===== src/inc/ipr_pkg.sv =====
// Constants and types shared by the interrupt priority register bank.
`default_nettype none
package ipr_pkg;

  // Register port geometry.
  localparam int IPR_ADDR_W = 8;
  localparam int IPR_DATA_W = 16;
  localparam int IPR_LEVEL_W = 3;
  localparam int IPR_NUM_REGS = 3;
  localparam int IPR_SLOTS = 4;

  // Register offsets as seen on the address port.
  localparam logic [7:0] IPR_OFS_UART_RX_SPI_TIMER = 8'hac;
  localparam logic [7:0] IPR_OFS_NVM_DMA_ADC_UART_TX = 8'hae;
  localparam logic [7:0] IPR_OFS_CHANGE_COMPARATOR_I2C = 8'hb0;
  localparam logic [7:0] IPR_OFS [IPR_NUM_REGS] = '{
    IPR_OFS_UART_RX_SPI_TIMER,
    IPR_OFS_NVM_DMA_ADC_UART_TX,
    IPR_OFS_CHANGE_COMPARATOR_I2C
  };

  // Low bit of each field, slot 0 being the highest field of a word.
  localparam int IPR_SLOT_LSB [IPR_SLOTS] = '{12, 8, 4, 0};

  // Level encoding and reset value of every field.
  localparam logic [2:0] IPR_LEVEL_MIN = 3'h0;
  localparam logic [2:0] IPR_LEVEL_MAX = 3'h7;
  localparam logic [2:0] IPR_LEVEL_RESET = 3'h4;

  // Bits that hold a field; the rest read as zero.
  localparam logic [15:0] IPR_IMPL_MASK = 16'h7777;

  // State of one priority field.
  typedef struct packed {
    logic [2:0] level;
  } ipr_field_s;

  // State of the register bank top.
  typedef struct packed {
    logic [15:0] rd_data;
    logic fresh;
  } ipr_regs_s;

endpackage
`default_nettype wire


===== src/hdl/ipr_regs.sv =====
// Interrupt priority register bank: three words of four priority fields.
//
// Design decision made here: strobed register access.
`timescale 1ns/100ps
`default_nettype none
module ipr_regs
  import ipr_pkg::*;
(
  input wire logic sys_clk,
  input wire logic rstn,
  input wire logic [7:0] addr,
  input wire logic [15:0] wr_data,
  input wire logic wr_strobe,
  input wire logic rd_strobe,
  output logic [15:0] rd_data,
  output logic [2:0] uart_one_receive_priority,
  output logic [2:0] spi_one_transfer_priority,
  output logic [2:0] spi_one_general_priority,
  output logic [2:0] timer_three_priority,
  output logic [2:0] flash_program_done_priority,
  output logic [2:0] dma_channel_one_priority,
  output logic [2:0] adc_priority,
  output logic [2:0] uart_one_transmit_priority,
  output logic [2:0] pin_change_priority,
  output logic [2:0] comparator_priority,
  output logic [2:0] i2c_one_host_priority,
  output logic [2:0] i2c_one_client_priority
);

  localparam int NUM_FIELDS = IPR_NUM_REGS * IPR_SLOTS;

  ipr_regs_s state;
  ipr_regs_s next_state;
  logic [2:0] lvl [NUM_FIELDS];
  logic [IPR_NUM_REGS-1:0] wr_hit;

  // Decode which word a write strobe lands on; unmapped writes vanish.
  // Only exact byte offsets match, so an odd offset never aliases a word.
  always_comb begin
    for (int r = 0; r < IPR_NUM_REGS; r++) begin
      wr_hit[r] = wr_strobe && (addr == IPR_OFS[r]);
    end
  end

  // One field per source; the field index runs word by word, high slot
  // first, so the index order matches the order of the output ports.
  for (genvar gi = 0; gi < NUM_FIELDS; gi++) begin : g_field
    localparam int REG = gi / IPR_SLOTS;
    localparam int LSB = IPR_SLOT_LSB[gi % IPR_SLOTS];
    ipr_field #(
      .RESET_LEVEL(IPR_LEVEL_RESET)
    ) u_field (
      .sys_clk(sys_clk),
      .rstn(rstn),
      .wr_en(wr_hit[REG]),
      .wr_level(wr_data[LSB +: IPR_LEVEL_W]),
      .level(lvl[gi])
    );
  end

  // Read data stand for one cycle after the strobe and are zero otherwise,
  // so a stale word never looks like a fresh answer. Unused bits are never
  // stored, which keeps writes to them harmless without a mask register.
  always_comb begin
    next_state = state;
    next_state.fresh = 1'b0;
    next_state.rd_data = '0;
    if (rd_strobe) begin
      for (int r = 0; r < IPR_NUM_REGS; r++) begin
        if (addr == IPR_OFS[r]) begin
          for (int s = 0; s < IPR_SLOTS; s++) begin
            next_state.rd_data[IPR_SLOT_LSB[s] +: IPR_LEVEL_W] =
              lvl[r * IPR_SLOTS + s];
          end
        end
      end
    end
    next_state.rd_data = next_state.rd_data & IPR_IMPL_MASK;
  end

  // Register the bank state; fresh marks the first cycle out of reset.
  always_ff @(posedge sys_clk or negedge rstn) begin
    if (!rstn) begin
      state.rd_data <= '0;
      state.fresh <= 1'b1;
    end else begin
      state <= next_state;
    end
  end

  // Read data come straight from the registered read word.
  assign rd_data = state.rd_data;

  // First word: receive, transfer, general and timer levels.
  assign uart_one_receive_priority = lvl[0];
  assign spi_one_transfer_priority = lvl[1];
  assign spi_one_general_priority = lvl[2];
  assign timer_three_priority = lvl[3];

  // Second word: flash, DMA, converter and transmit levels.
  assign flash_program_done_priority = lvl[4];
  assign dma_channel_one_priority = lvl[5];
  assign adc_priority = lvl[6];
  assign uart_one_transmit_priority = lvl[7];

  // Third word: pin change, comparator and both I2C event levels.
  assign pin_change_priority = lvl[8];
  assign comparator_priority = lvl[9];
  assign i2c_one_host_priority = lvl[10];
  assign i2c_one_client_priority = lvl[11];

  // Field positions by slot, taken from the shared table so the checks
  // and the datapath can never disagree on where a level sits.
  localparam int S0 = IPR_SLOT_LSB[0];
  localparam int S1 = IPR_SLOT_LSB[1];
  localparam int S2 = IPR_SLOT_LSB[2];
  localparam int S3 = IPR_SLOT_LSB[3];

  logic wa;
  logic wb;
  logic wc;
  assign wa = wr_strobe && addr == IPR_OFS_UART_RX_SPI_TIMER;
  assign wb = wr_strobe && addr == IPR_OFS_NVM_DMA_ADC_UART_TX;
  assign wc = wr_strobe && addr == IPR_OFS_CHANGE_COMPARATOR_I2C;
endmodule
`default_nettype wire


===== src/hdl/ipr_field.sv =====
// One software-writable 3-bit interrupt priority field.
`timescale 1ns/100ps
`default_nettype none
module ipr_field
  import ipr_pkg::*;
#(
  parameter logic [2:0] RESET_LEVEL = IPR_LEVEL_RESET
) (
  input wire logic sys_clk,
  input wire logic rstn,
  input wire logic wr_en,
  input wire logic [2:0] wr_level,
  output logic [2:0] level
);

  ipr_field_s state;
  ipr_field_s next_state;

  // A write replaces the level whole; otherwise it holds.
  always_comb begin
    next_state = state;
    if (wr_en) begin
      next_state.level = wr_level;
    end
  end

  // Reset parks the source at the default mid level.
  always_ff @(posedge sys_clk or negedge rstn) begin
    if (!rstn) begin
      state.level <= RESET_LEVEL;
    end else begin
      state <= next_state;
    end
  end

  assign level = state.level;

endmodule
`default_nettype wire


===== config.mk =====
export PLATFORM = sky130hd
export DESIGN_NAME = ipr_regs
export DESIGN_NICKNAME = d
export VERILOG_FILES = /design/src/inc/ipr_pkg.sv /design/src/hdl/ipr_regs.sv /design/src/hdl/ipr_field.sv
export SDC_FILE = /design/constraint.sdc
export NUM_CORES = 1
export LEC_CHECK = 0
export BUFFER_PORTS_ARGS = -buffer_cell sky130_fd_sc_hd__buf_4
export CAP_MARGIN = 20
export CORE_AREA = 2 2 85 87
export CTS_CLUSTER_DIAMETER = 120
export DETAILED_ROUTE_END_ITERATION = 6
export DIE_AREA = 0 0 87 89
export PLACE_DENSITY = 0.59
export SLEW_MARGIN = 20
export SYNTH_ARGS = -nofsm -noshare
export SYNTH_HDL_FRONTEND = slang
export SYNTH_HIERARCHICAL = 1
export SYNTH_SLANG_ARGS = --single-unit

===== constraint.sdc =====
create_clock -name sys_clk -period 3.1 [get_ports sys_clk]
set_clock_uncertainty 0.2 [all_clocks]
set_input_delay 0.465 -clock sys_clk [delete_from_list [all_inputs] [get_ports sys_clk]]
set_output_delay 0.465 -clock sys_clk [all_outputs]
set_load 0.02 [all_outputs]

==> results_dict.tcl <==
set metrics [dict create \
    synthTopCellsByArea "dfrtp_1, mux2_2, dfstp_2, mux2_4, a22oi_1" \
    regToRegSetupSlack_ps 1860 \
    switching_power_w 0.0003190 \
    cp-startpoint "addr[1]" \
    netlist.area_leader.share 0.4337 \
    setup_viol 0 \
    p_seq_frac 0.545 \
    die_x_um 87 \
    clk-insertion-delay-late_ps 300 \
    required_ps 3080 \
    ys_seq_area_frac 0.5855 \
    cts_setup_buffers 0 \
    std_cell_rows 30 \
    wl_per_cell_um 17.01 \
    drt-pass1-iter-count 4 \
    layout-drive-gt1-share 0.6758 \
    slew_headroom 0.5891 \
    grtUsageMet2 0.2200 \
    reg2regPathDepth 3 \
    dp_cells 290 \
    vias 1428 \
    ys_ff_latch 48 \
    synth-edff-count 0 \
    p_comb_frac 0.132 \
    p_int_w 0.0009165 \
    core_area_um2 6719 \
    crit_end "g_field[10].u_field/level[1]" \
    fin_cells 299 \
    power.share.switching 0.2582 \
    synth_flop_cell "dfrtp_1" \
    async_flop_share 1.000 \
    synthCells 139 \
    start_util 0.3091 \
    clockPowerShare 0.324 \
    port_buffers 71 \
    cts_buffers 5 \
    grt_usage 0.1342 \
    path_buf_inv 1 \
    cts.htree.levels 2 \
    cap_violations 0 \
    ir_drop_uv 227.6 \
    fmax_ghz 0.5084 \
    grt_max_degree 49 \
    power.leakage_nw 1.409 \
    grt.busiest_layer "met2" \
    cp_max_fo 15 \
    routed_wl_mm 5.086 \
    cts_sinks 48 \
    rsz0062_at_grt "false" \
    path_depth 4 \
    die_h_um 89 \
    netlist_top_cells_count "mux2_2, dfrtp_1, nor2_1" \
    path_clk_slew_ps 100 \
    die-area_um2 7743 \
    grt.met3_usage 0.03232 \
    gp_congestion 0.6844 \
    start_kind "input port" \
    drc_errors 0 \
    avgSynthCellArea_um2 14.94 \
    regToRegEndpoint "rd_data[1]" \
    reg2reg_from "g_field[3].u_field/level[1]" \
    path_cells "buf_4 -> nor4b_4 -> and3_1 -> mux2_2" \
    final_hold_viol_count 0 \
    setup.worst_path.class "in2reg" \
    post-synth-top-count-cell "mux2_2" \
    min_period_ps 1967 \
    cts.repair.resized 0 \
    n_antenna_cell 0 \
    power_density_nw_per_um2 441.6 \
    status "finished, final reports clean" \
    fin_crit_sh 0.6345 \
    hpwl_mm 3.557 \
    critPathSlowestCell "and3_1" \
    cts_tree "built" \
    total_power_w 0.001235 \
    netlist_area_um2 2077 \
    cts_root_buffer "clkbuf_8" \
    grt_pass1_vias 1432 \
    pin_count 80 \
    tns_ps 0 \
    hp-class "in2reg" \
    syn_to_final_growth_pct 34.70 \
    cp_top_family "simple AND/OR/NAND/NOR gates" \
    worstPathArrival_ps 1950 \
    max_stage_delay_ps 590 \
    slew_violations 0 \
    vias_per_cell 4.776 \
    drtIter0Drc 54 \
    antenna_found_initial 0 \
    overflow 0 \
    worstSetupEndpointType "flip-flop" \
    nets 246 \
    ys_types 18 \
    yosysWarnings 6 \
    ctsLongestPathBuffers 2 \
    worst_pin_slew_ps 616.3 \
    yosys.area.top_type "dfrtp_1" \
    grtUsageMet1 0.1780 \
    grt_pass1_wl_mm 7.852 \
    drtAntennaViolNets 0 \
]
==> final cells by class <==
| cell class | instances | area, µm² |
|---|---|---|
| Tap cell | 80 | 100.1 |
| Timing Repair Buffer | 78 | 588.1 |
| Multi-Input combinational cell | 84 | 793.3 |
| Sequential cell | 48 | 1216 |
| Inverter | 1 | 3.754 |
| Fill cell | 631 | 3921 |
| Clock inverter | 2 | 13.76 |
| Clock buffer | 6 | 82.58 |
==> power by group through the flow <==
stage	Sequential [W]	Clock (W)	Combinational (W)
3_3_place_gp	0.000685	0	0.000162
4_1_cts	0.000674	0.000413	0.000165
5_1_grt	0.000677	0.000441	0.000175
2_1_floorplan	0.000710	0	0.0000563
3_5_place_dp	0.000685	0	0.000164
6_report	0.000673	0.000400	0.000162
==> how the worst min path moves through the flow <==
stage | from | end | slack (ps) | cells past startpoint
after global routing | wr_data[8] | g_field[5].u_field/level[0] | 200 | 2
after global placement | rstn | rd_data[1] | 320 | 1
final | wr_data[14] | g_field[0].u_field/level[2] | 210 | 2
after detailed placement | rstn | rd_data[0] | 330 | 1
after floorplan | rstn | g_field[0].u_field/level[0] | -30 | 0
after CTS | wr_data[13] | g_field[8].u_field/level[1] | 200 | 2
==> logic make-up (layout without fill, tap and decap cells) <==
logic type,after synthesis,count (layout),synth area share
compound gates,12,12,0.04578
buf+inv,10,87,0.03795
flops,48,48,0.5855
mux,48,48,0.2747
other cells,1,4,0.001805
simple gates,20,20,0.05421
==> state kept, by name, indices dropped and copies added, names as in the netlist <==
register               count
g_field.u_field/level     36
rd_data                   12
==> routing by layer <==
layer / share of wire / up-vias
li1: - / 647
met1: 0.45 / 727
met2: 0.48 / 50
met3: 0.054 / 4
met4: 0.013 / 0
met5: 0 / -
==> cells in the final DEF (no fill, tap or decap), types with 4 or more instances in the layout <==
| master | n |
|---|---|
| a22oi_1 | 11 |
| buf_4 | 77 |
| clkbuf_8 | 6 |
| conb_1 | 4 |
| dfrtp_1 | 36 |
| dfstp_2 | 12 |
| mux2_2 | 40 |
| mux2_4 | 8 |
| nor2_1 | 14 |
==> repair_timing <==
item | 4_1_cts | 5_1_grt
endpoints found under the setup margin | 0 | 0
hold buffers | 1 | 0
hold endpoints to repair | 13 | 0
==> per-stage QoR <==
stage | hold WS, ps | setup slack [ps] | instance area, µm² | utilization
after floorplan | -30.59 | 869.8 | 2088 | -
after global placement | 323.3 | 802.8 | 2691 | 0.4006
after detailed placement | 328.0 | 782.7 | 2691 | 0.4006
after CTS | 202.7 | 1105 | 2798 | 0.4164
after global routing | 198.8 | 1069 | 2798 | 0.4164
final | 211.1 | 1133 | 2798 | 0.4164
No activity file was read; power rests on OpenSTA's default activity.
